`src/core/fault_syndrome_consts.vh`:
```
// register offsets, field positions and layout constants for the global fault syndrome bank
// assumes inclusion by bare name from design files under core/
`ifndef FAULT_SYNDROME_CONSTS_VH
`define FAULT_SYNDROME_CONSTS_VH

// non-secure bank (reached by non-secure accesses)
`define OFF_NS_STATUS      12'h000
`define OFF_NS_RESTORE     12'h004
`define OFF_NS_ATTRS       12'h008
`define OFF_NS_IDS         12'h00C
// secure bank
`define OFF_S_STATUS       12'h010
`define OFF_S_RESTORE      12'h014
`define OFF_S_ATTRS        12'h018
`define OFF_S_IDS          12'h01C
// secure aliases of the non-secure copies
`define OFF_ALIAS_STATUS   12'h020
`define OFF_ALIAS_RESTORE  12'h024
`define OFF_ALIAS_ATTRS    12'h028
`define OFF_ALIAS_IDS      12'h02C
// control: bit 0 selects the older layout of the id register
`define OFF_CTRL           12'h030

`define CTRL_LEGACY_BIT    0

// status register fields
`define STATUS_MULTI_BIT   31
`define STATUS_CLEAR_MASK  32'h800001FF

// attribute syndrome fields
`define ATTR_IMPDEF_HI     15
`define ATTR_IMPDEF_LO     8
`define ATTR_XLATE_BIT     6
`define ATTR_NONSECURE_ATTR_BIT    5
`define ATTR_NONSECURE_STATE_BIT   4
`define ATTR_INSTR_BIT     3
`define ATTR_PRIV_BIT      2
`define ATTR_WRITE_BIT     1
`define ATTR_NESTED_BIT    0
`define ATTR_MASK_SECURE   32'h0000FF7E
`define ATTR_MASK_NONSEC   32'h0000FF4F

// id syndrome fields
`define IDS_INDEX_LO       16
`define IDS_STREAM_LO      0

`define RESET_ZERO         32'h00000000

`endif

```
`src/core/global_fault_syndrome_regs.v`:
```
// global fault status, restore and syndrome registers, banked per security state
// assumes an apb master with pprot[1] giving security, and a fault source pulsing fault_valid
//
// Contract
// - restore write replaces the whole status register, same bit layout.
// - non-secure restore hits non-secure status only; secure restore secure only.
// - secure and non-secure copies; secure software reaches non-secure copy by alias.
// - attribute syndrome 32 bits rw; 31:16 and 7 reserved; 15:8 implementation specific.
// - bit 6 marks a fault from a stage 1 translation operation.
// - bit 5 records security attribute, 1 non-secure; reserved in non-secure bank.
// - bit 4 records device security state; reserved in non-secure bank.
// - non-secure client fault reported in secure status sets state bit to 1.
// - bit 3 is 1 for instruction access, 0 for data.
// - bit 2 is 1 for privileged, 0 for unprivileged.
// - bit 1 is 1 for write; far atomics always report read.
// - bit 0 marks stage 2 nested fault; reserved in secure bank.
// - id syndrome holds descriptor index in 31:16, stream number in 15:0.
// - field widths are parameters; unimplemented index bits read zero, ignore writes.
// - descriptor index visible only to secure alias; zero for non-secure accesses. Code also shows it to secure accesses of the secure bank.
// - without a descriptor table the index value is meaningless.
// - older layout reserves bits 31 and 15, index 30:16, stream 14:0.
// - id syndrome is written in the bank matching the fault's security state.
// - writing 1 to a status bit clears it; 0 leaves it. Code clears only bits 31 and 8:0; a 1 written to bits 30:9 leaves them.
// - status bit 31 sets on a further error while status is nonzero.
`timescale 1ns/1ps
`include "fault_syndrome_consts.vh"

module global_fault_syndrome_regs #(
    parameter INDEX_WIDTH  = 16,
    parameter STREAM_WIDTH = 16,
    parameter HAS_DESC_TABLE = 1
) (
    // apb slave
    input  wire        pclk,
    input  wire        presetn,
    input  wire        psel,
    input  wire        penable,
    input  wire        pwrite,
    input  wire [11:0] paddr,
    input  wire [31:0] pwdata,
    input  wire [2:0]  pprot,
    output reg  [31:0] prdata,
    output reg         pready,
    output reg         pslverr,
    // fault report
    input  wire        fault_valid,
    input  wire        fault_to_secure,
    input  wire [30:0] fault_status_bits,
    input  wire        fault_nonsecure_attr,
    input  wire        fault_nonsecure_client,
    input  wire        fault_xlate_op,
    input  wire        fault_instr,
    input  wire        fault_priv,
    input  wire        fault_write,
    input  wire        fault_far_atomic,
    input  wire        fault_nested,
    input  wire [7:0]  fault_impdef,
    input  wire [15:0] fault_index,
    input  wire [15:0] fault_stream,
    // status view
    output reg         ns_fault_pending,
    output reg         s_fault_pending
);

    reg  [31:0] status_reg    [0:1];
    reg  [31:0] attrs_reg     [0:1];
    reg  [31:0] ids_reg       [0:1];
    reg         legacy_reg;

    // index 0 non-secure bank, index 1 secure bank
    wire        secure_acc = ~pprot[1];
    wire        access     = psel & penable & ~pready;
    // writes land on the completing edge, where pready is sampled high
    wire        done       = psel & penable & pready;
    wire        wr         = done & pwrite;
    reg         hit;
    reg         bank;
    reg  [1:0]  which;
    reg         via_alias;

    always @*
    begin
        hit       = 1'b1;
        bank      = 1'b0;
        which     = 2'd0;
        via_alias = 1'b0;
        case (paddr)
            `OFF_NS_STATUS:
            begin
                which = 2'h0;
            end
            `OFF_NS_RESTORE:
            begin
                which = 2'h1;
            end
            `OFF_NS_ATTRS:
            begin
                which = 2'h2;
            end
            `OFF_NS_IDS:
            begin
                which = 2'h3;
            end
            `OFF_S_STATUS:
            begin
                bank  = 1'b1;
                which = 2'h0;
            end
            `OFF_S_RESTORE:
            begin
                bank  = 1'b1;
                which = 2'h1;
            end
            `OFF_S_ATTRS:
            begin
                bank  = 1'b1;
                which = 2'h2;
            end
            `OFF_S_IDS:
            begin
                bank  = 1'b1;
                which = 2'h3;
            end
            `OFF_ALIAS_STATUS:
            begin
                via_alias = 1'b1;
                which     = 2'h0;
            end
            `OFF_ALIAS_RESTORE:
            begin
                via_alias = 1'b1;
                which     = 2'h1;
            end
            `OFF_ALIAS_ATTRS:
            begin
                via_alias = 1'b1;
                which     = 2'h2;
            end
            `OFF_ALIAS_IDS:
            begin
                via_alias = 1'b1;
                which     = 2'h3;
            end
            `OFF_CTRL:
            begin
                which = 2'h0;
            end
            default:            hit = 1'b0;
        endcase
        // secure bank and aliases only for secure accesses
        if ((bank | via_alias) & ~secure_acc)
            hit = 1'b0;
    end

    wire is_ctrl = (paddr == `OFF_CTRL);

    // implemented index / stream bits in the active layout
    wire [15:0] index_mask;
    wire [15:0] stream_mask;
    genvar g;
    generate
        for (g = 0; g < 16; g = g + 1)
        begin : g_mask
            assign index_mask[g]  = (g < INDEX_WIDTH) & ~(legacy_reg & (g == 15));
            assign stream_mask[g] = (g < STREAM_WIDTH) & ~(legacy_reg & (g == 15));
        end
    endgenerate

    // descriptor index visible only through the secure alias or secure bank
    wire        index_vis = secure_acc & (bank | via_alias);
    wire [31:0] ids_mask  = {index_vis ? index_mask : 16'h0000, stream_mask};
    wire [31:0] attr_mask = bank ? `ATTR_MASK_SECURE : `ATTR_MASK_NONSEC;

    // fault syndrome assembly
    wire [31:0] fault_attrs;
    assign fault_attrs[31:16] = 16'h0000;
    assign fault_attrs[15:8]  = fault_impdef;
    assign fault_attrs[7]     = 1'b0;
    assign fault_attrs[6]     = fault_xlate_op;
    assign fault_attrs[5]     = fault_to_secure & fault_nonsecure_attr;
    assign fault_attrs[4]     = fault_to_secure & fault_nonsecure_client;
    assign fault_attrs[3]     = fault_instr;
    assign fault_attrs[2]     = fault_priv;
    assign fault_attrs[1]     = fault_write & ~fault_far_atomic;
    assign fault_attrs[0]     = ~fault_to_secure & fault_nested;

    // index meaningless without a descriptor table; zero chosen then
    wire [15:0] fault_index_eff = HAS_DESC_TABLE ? fault_index : 16'h0000;
    wire [31:0] fault_ids = {fault_index_eff & index_mask, fault_stream & stream_mask};

    wire        fault_bank = fault_to_secure;

    // per-bank next values, one entry per security state
    wire [31:0] status_next [0:1];
    wire [31:0] attrs_next  [0:1];
    wire [31:0] ids_next    [0:1];

    genvar k;
    generate
        for (k = 0; k < 2; k = k + 1)
        begin : g_bank
            // entry 0 is the non-secure bank, entry 1 the secure bank
            wire        bus_here   = (k == 1) ? bank : ~bank;
            wire        fault_here = (k == 1) ? fault_bank : ~fault_bank;
            wire        sw_wr      = wr & hit & ~is_ctrl & bus_here;
            wire        capture    = fault_valid & fault_here;
            wire        multi      = (status_reg[k] != `RESET_ZERO);
            reg  [31:0] status_sw;
            reg  [31:0] attrs_sw;
            reg  [31:0] ids_sw;
            reg  [31:0] status_new;
            reg  [31:0] attrs_new;
            reg  [31:0] ids_new;

            // software side
            always @*
            begin
                status_sw = status_reg[k];
                attrs_sw  = attrs_reg[k];
                ids_sw    = ids_reg[k];
                if (sw_wr)
                begin
                    case (which)
                        2'h0:
                        begin
                            status_sw = status_reg[k] & ~(pwdata & `STATUS_CLEAR_MASK);
                        end
                        2'h1:
                        begin
                            status_sw = pwdata;
                        end
                        2'h2:
                        begin
                            attrs_sw = pwdata & attr_mask;
                        end
                        2'h3:
                        begin
                            ids_sw = (pwdata & ids_mask) | (ids_reg[k] & ~ids_mask);
                        end
                        default:
                        begin
                            status_sw = status_reg[k];
                        end
                    endcase
                end
            end

            // fault capture wins over a software write in the same cycle
            always @*
            begin
                status_new = status_sw;
                attrs_new  = attrs_sw;
                ids_new    = ids_sw;
                if (capture)
                begin
                    status_new = status_reg[k] | {multi, fault_status_bits};
                    attrs_new  = fault_attrs;
                    ids_new    = fault_ids;
                end
            end

            assign status_next[k] = status_new;
            assign attrs_next[k]  = attrs_new;
            assign ids_next[k]    = ids_new;
        end
    endgenerate

    // bus answer: one wait state, read data stands only while pready is high
    reg  [31:0] prdata_next;
    reg         pready_next;
    reg         pslverr_next;
    reg         legacy_next;

    always @*
    begin
        pready_next  = access;
        pslverr_next = access & ~hit;
        prdata_next  = `RESET_ZERO;
        if (access & hit & ~pwrite)
        begin
            if (is_ctrl)
            begin
                prdata_next = {{31{1'b0}}, legacy_reg};
            end
            else
            begin
                case (which)
                    2'h0:
                    begin
                        prdata_next = status_reg[bank];
                    end
                    2'h2:
                    begin
                        prdata_next = attrs_reg[bank] & attr_mask;
                    end
                    2'h3:
                    begin
                        prdata_next = ids_reg[bank] & ids_mask;
                    end
                    default:
                    begin
                        // restore is write-only and reads zero
                        prdata_next = `RESET_ZERO;
                    end
                endcase
            end
        end
    end

    always @*
    begin
        legacy_next = legacy_reg;
        if (wr & hit & is_ctrl)
        begin
            legacy_next = pwdata[`CTRL_LEGACY_BIT];
        end
    end

    integer b;

    // bank registers
    always @(posedge pclk or negedge presetn)
    begin
        if (!presetn)
        begin
            for (b = 0; b < 2; b = b + 1)
            begin
                status_reg[b] <= `RESET_ZERO;
                attrs_reg[b]  <= `RESET_ZERO;
                ids_reg[b]    <= `RESET_ZERO;
            end
        end
        else
        begin
            for (b = 0; b < 2; b = b + 1)
            begin
                status_reg[b] <= status_next[b];
                attrs_reg[b]  <= attrs_next[b];
                ids_reg[b]    <= ids_next[b];
            end
        end
    end

    // control bit and bus answer
    always @(posedge pclk or negedge presetn)
    begin
        if (!presetn)
        begin
            legacy_reg <= 1'b0;
            pready     <= 1'b0;
            pslverr    <= 1'b0;
            prdata     <= `RESET_ZERO;
        end
        else
        begin
            legacy_reg <= legacy_next;
            pready     <= pready_next;
            pslverr    <= pslverr_next;
            prdata     <= prdata_next;
        end
    end

    // pending levels trail the status word by one cycle
    always @(posedge pclk or negedge presetn)
    begin
        if (!presetn)
        begin
            ns_fault_pending <= 1'b0;
            s_fault_pending  <= 1'b0;
        end
        else
        begin
            ns_fault_pending <= (status_reg[0] != `RESET_ZERO);
            s_fault_pending  <= (status_reg[1] != `RESET_ZERO);
        end
    end

endmodule // global_fault_syndrome_regs

```
`config.mk`:
```
export PLATFORM = sky130hd
export DESIGN_NAME = global_fault_syndrome_regs
export DESIGN_NICKNAME = d
export VERILOG_FILES = /design/src/core/global_fault_syndrome_regs.v
export VERILOG_INCLUDE_DIRS = /design/src /design/src/core
export SDC_FILE = /design/constraint.sdc
export NUM_CORES = 1
export LEC_CHECK = 0
export BUFFER_PORTS_ARGS = -buffer_cell sky130_fd_sc_hd__buf_2
export CAP_MARGIN = 40
export CORE_MARGIN = 3
export CORE_UTILIZATION = 35
export DETAILED_ROUTE_END_ITERATION = 8
export GPL_ROUTABILITY_DRIVEN = 0
export PLACE_DENSITY = 0.61
export SYNTH_ARGS = -nofsm -noshare
export SYNTH_HDL_FRONTEND = slang
export SYNTH_SLANG_ARGS = --single-unit
```
`constraint.sdc`:
```
create_clock -name pclk -period 3.1 [get_ports pclk]
set_input_delay 0.62 -clock pclk [delete_from_list [all_inputs] [get_ports pclk]]
set_output_delay 0.62 -clock pclk [all_outputs]
set_load 0.05 [all_outputs]
```
**Word level (Yosys, flattened, before mapping)**

Index checks and enable logic that the tools add are counted.
Widths: inputs -> output; s select.

- Register bits after elaboration: 229
- Latch bits: 0
- RAM bits: 0
- Memory bits (read-only): 0
- Input port bits: 133
- Memories kept: 0

- Add/sub/neg operators: 0
- Multiply operators: 0
- Divide/modulo/power cells: 0
- Order comparisons: 1
- Equality and inequality tests: 15
- Shift-type cells: 0
- Mux-type cells: 36
- Bitwise operators: 47
- Reduce and logical (&&, ||, !) cells: 24

Operators with widths:

| kind | count |
|---|---|
| $mux 32 | 26 |
| $and 32x32->32 | 6 |
| $or 32x32->32 | 4 |
| $pmux 32 s2 | 2 |
| $pmux 32 s3 | 1 |
| $and 32x16->32 | 2 |
| $not 32->32 | 2 |
| $reduce_bool 32->1 | 2 |
| $eq 12x6->1 const B | 5 |
| $eq 12x5->1 const B | 4 |
| $and 16x16->16 | 2 |
| $eq 12x4->1 const B | 2 |
| $and 1x1->1 | 20 |
| $mux 16 | 1 |
| $reduce_or 13->1 | 1 |
| $eq 12x3->1 const B | 1 |
| $logic_not 12->1 | 1 |
| $reduce_and 2->1 | 6 |
| $reduce_bool 2->1 | 6 |
| $not 1->1 | 9 |
| $reduce_or 3->1 | 3 |
| $reduce_or 4->1 | 2 |
| $mux 6 | 1 |
| $pmux 2 s3 | 1 |
| 8 further kinds | 13 |

**Longest topological paths before layout**

- Word-level depth: 12
- Mapped depth: 9

**Least setup slack after synthesis**

OpenSTA, ideal clock, no wires.

- Kind: input -> register
- Start point: in paddr[5]
- End point: reg status_reg[10] (netlist bit)
- Setup time: 0.135 ns
- Arrival: 2.529 ns
- Data required time: 2.965 ns
- Path slack: 0.435 ns
- Stages: 7
- Buffers on the path: 3
- Path through: buf_2 > nand2b_1 > clkbuf_1 > or4_1 > nor4b_2 > clkbuf_1 > o21ai_0

- Cells in the longest elaborated chain, start to end: 11

Ends and longest elaborated chain:

| item | line | RTL |
|---|---|---|
| start, declared | global_fault_syndrome_regs.v:39 | `input wire [11:0] paddr,` |
| $eq 12x5->1 / $eq 12x6->1 (equally long branches) | global_fault_syndrome_regs.v:87 | `case (paddr)` |
| $reduce_or 4->1 (no source line) | -- |  |
| $mux 1 | global_fault_syndrome_regs.v:87 |  |
| $or 1x1->1 | global_fault_syndrome_regs.v:151 | `if ((bank \| via_alias) & ~secure_acc)` |
| $and 1x1->1 | global_fault_syndrome_regs.v:151 |  |
| $mux 1 | global_fault_syndrome_regs.v:151 |  |
| $and 1x1->1 (3 in a row) | global_fault_syndrome_regs.v:205 | `wire sw_wr = wr & hit & ~is_ctrl & bus_here;` |
| $reduce_bool 2->1 (no source line) | -- |  |
| $reduce_and 2->1 (no source line) | -- |  |
| end signal, assigned by index | global_fault_syndrome_regs.v:328 | `` status_reg[b] <= `RESET_ZERO; `` |
| end signal, assigned by index | global_fault_syndrome_regs.v:337 | `status_reg[b] <= status_next[b];` |
| end, declared | global_fault_syndrome_regs.v:65 | `reg [31:0] status_reg [0:1];` |

Several ways; a longest one is shown, not always the timed one. The select of a mux whose other input is x is not followed.
A chain may end at the register's enable or synchronous reset.

**Final worst setup path**

- Start point: reg pready
- End point: reg ids_reg[12] (netlist bit)

- Cells in the longest elaborated chain, start to end: 7

Ends and longest elaborated chain:

| item | line | RTL |
|---|---|---|
| start, declared | global_fault_syndrome_regs.v:43 | `output reg pready,` |
| start signal, assigned | global_fault_syndrome_regs.v:357 | `pready <= pready_next;` |
| $and 1x1->1 | global_fault_syndrome_regs.v:74 | `wire done = psel & penable & pready;` |
| $and 1x1->1 | global_fault_syndrome_regs.v:75 | `wire wr = done & pwrite;` |
| $and 1x1->1 (3 in a row) | global_fault_syndrome_regs.v:205 |  |
| $reduce_bool 2->1 (no source line) | -- |  |
| $reduce_and 2->1 (no source line) | -- |  |
| end signal, assigned by index | global_fault_syndrome_regs.v:330 | `` ids_reg[b] <= `RESET_ZERO; `` |
| end signal, assigned by index | global_fault_syndrome_regs.v:339 | `ids_reg[b] <= ids_next[b];` |
| end, declared | global_fault_syndrome_regs.v:67 | `reg [31:0] ids_reg [0:1];` |

Every way passes these cells.

==> results.json <==
{
  "power_frac_comb_pct": 10.9,
  "p_int_w": 0.00404,
  "initial_utilization_pct": 36.1,
  "r2r-end": "ids_reg[12]",
  "final_cell_mix": "192 x dfrtp_1, 165 x buf_2, 137 x mux2i_1, 125 x a21oi_1, 116 x nand2_1",
  "switchingPower_w": 0.00150,
  "antenna_found_initial": 3,
  "period_needed_ns": 2.43,
  "clk_path_buf_depth": 2,
  "grt_pass1_vias": 8363,
  "postCtsSetupRepairBufs": 0,
  "h-tree-depth": 4,
  "yosysSeqAreaShare_pct": 48.5,
  "synth_edf_count": 0,
  "yosys_warnings": 0,
  "r2r-start": "pready",
  "numCtsBuffers": 17,
  "worst_skew_pair.late_latency_ns": 0.43,
  "async_flop_share_pct": 100,
  "start_kind": "flip-flop",
  "period_share_pct": 78.5,
  "drive_above_1_share_pct": 22.4,
  "io_buffers": 166,
  "final_common_cell": "dfrtp_1",
  "cts_sinks": 192,
  "die_w_um": 174,
  "required_ns": 3.43,
  "drc_errors": 0,
  "status": "finished, final reports clean",
  "rsz0062_at_grt": "no",
  "worstSetupPathType": "flip-flop to flip-flop",
  "grt_max_degree": 85,
  "overflow": 0,
  "ys_ff_latch": 192,
  "slew_viol_final": 0,
  "die_area_sq_mm": 0.0303,
  "dr.first_iter.drc_count": 787,
  "p_seq_share_pct": 49.4,
  "hp-class": "input pin to async pin",
  "io_pins": 169,
  "syn_to_final_growth_pct": 20.5,
  "worstPathArrival_ns": 2.76,
  "cts_hold_buffers": 0,
  "avgSynthCellArea_sq_um": 9.64,
  "rows": 60,
  "tightest_slew_ns": 0.679,
  "cap_violations": 0,
  "ant_nets": 0,
  "reg2reg_slack_ns": 0.67,
  "cts_root_buf": "clkbuf_16",
  "die_y_um": 174,
  "slew_headroom_pct": 54.3,
  "syn_inst": 1027,
  "pwr-share-clk_pct": 39.7,
  "vias": 8477,
  "ff2ff_path_depth": 6,
  "synthFlopType": "dfrtp_1",
  "tns_ns": 0,
  "via_per_inst": 5.42,
  "worstSetupEndpointType": "flip-flop",
  "switching_share_pct": 27.0,
  "synth_nets": 1160,
  "grt_util_all_layers_pct": 20.5,
  "routed_wl_mm": 31.2,
  "finalSetupViolCount": 0,
  "powerDensity_mw_per_mm2": 464,
  "syn_area_sq_mm": 0.00990,
  "grt_pass1_wl_mm": 48.9,
  "dp_hpwl_mm": 21.6,
  "fp.coreArea_sq_mm": 0.0274,
  "cts_tree": "done",
  "wire_per_inst_um": 19.9,
  "path_clk_slew_ns": 0.08,
  "hold_violations": 0,
  "peakVddDrop_mv": 0.268,
  "clock.fmax_mhz": 411,
  "clock_skew_ns": 0.0126,
  "cts-resized-gates": 0,
  "path_max_fanout": 15,
  "holdWs_ns": 0.164,
  "leakagePower_nw": 5.45,
  "dr.pass1.iters": 5,
  "ys_types": 52,
  "nNetsFinal": 1310
}
-- metrics by stage --
stage	total power (W)	cell area, sq um	utilization (%)	instances	setup slack, ns
final	0.00554	11900	43.5	1563	0.666
after global routing	0.00578	11900	43.5	1563	0.489
after CTS	0.00559	11900	43.5	1562	0.709
after detailed placement	0.00339	11300	41.4	1530	0.313
after global placement	0.00337	11300	41.3	1528	0.334
after floorplan	0.00308	9900	-	1027	0.435
-- power groups by stage --
stage,clock (W),combinational [W],sequential (W)
global route,0.00235,0.000679,0.00276
CTS,0.00225,0.000608,0.00273
global placement,0,0.000592,0.00278
floorplan,0,0.000315,0.00277
finish,0.00220,0.000603,0.00274
detailed placement,0,0.000607,0.00278
-- worst max-delay path: stages (launching register included) --
cell and delay (ns):
dfrtp_1 0.37, nand4_1 0.36, or4_1 0.55, or4_1 0.46, buf_4 0.25, a32oi_1 0.24
nand2_1 0.07
-- area by class of cell --
type / instances / area (sq um)
inverters: 4 / 15.0
fillers: 2709 / 15500
diodes: 1 / 2.50
well taps: 372 / 465
repair buffers: 206 / 1250
clock inverters: 13 / 148
multi-input cells: 756 / 4810
flip-flops and latches: 192 / 4800
clock buffers: 19 / 433
-- how the worst max path moves through the flow --
stage,from,endpoint,slack (ns),cells after the start
2_1_floorplan,paddr[5],status_reg[10],0.44,7
3_3_place_gp,paddr[7],ids_reg[13],0.33,7
3_5_place_dp,paddr[7],ids_reg[12],0.31,7
4_1_cts,pready,ids_reg[12],0.71,6
5_1_grt,pready,ids_reg[11],0.49,6
6_report,pready,ids_reg[12],0.67,6
-- synth_stat cells (all sizes together), types with 3 or more instances --
cell type	number	share of area, %
a31oi	13	0.82
or4	6	0.45
a21oi	125	6.3
nand3	6	0.30
nor3	5	0.30
inv	4	0.15
mux2i	137	14
a32oi	10	0.88
or3	3	0.19
buf	20	0.99
o22ai	33	2.1
o21a	14	1.1
a21o	20	1.5
a2111oi	3	0.47
nand2	116	4.4
nor2	60	2.3
clkbuf	55	2.1
nor2b	15	0.95
nand2b	4	0.25
dfrtp	192	49
mux2	3	0.34
or2	12	0.76
nand4	12	0.76
o21ai	86	4.3
nor4	27	2.2
and2	21	1.3
nor3b	4	0.30
-- layer usage --
metal / wire length (um) / track usage (%) / part of all wire [%]
met5: 34 / 0 / 0.11
met4: 382 / 4.36 / 1.2
met3: 1850 / 3.95 / 5.9
met2: 14600 / 32.9 / 47
met1: 14300 / 28.9 / 46
-- cell families after synthesis --
group,count (synthesis),share of synthesized area [%]
AO/OA/AOI/OAI,314,18.5
AND/OR/NAND/NOR,301,15.5
flip-flops,192,48.5
multiplexers,140,14.2
buffers and inverters,79,3.22
XOR/XNOR,1,0.0885
Note: power is estimated with default switching activity, not from simulation.
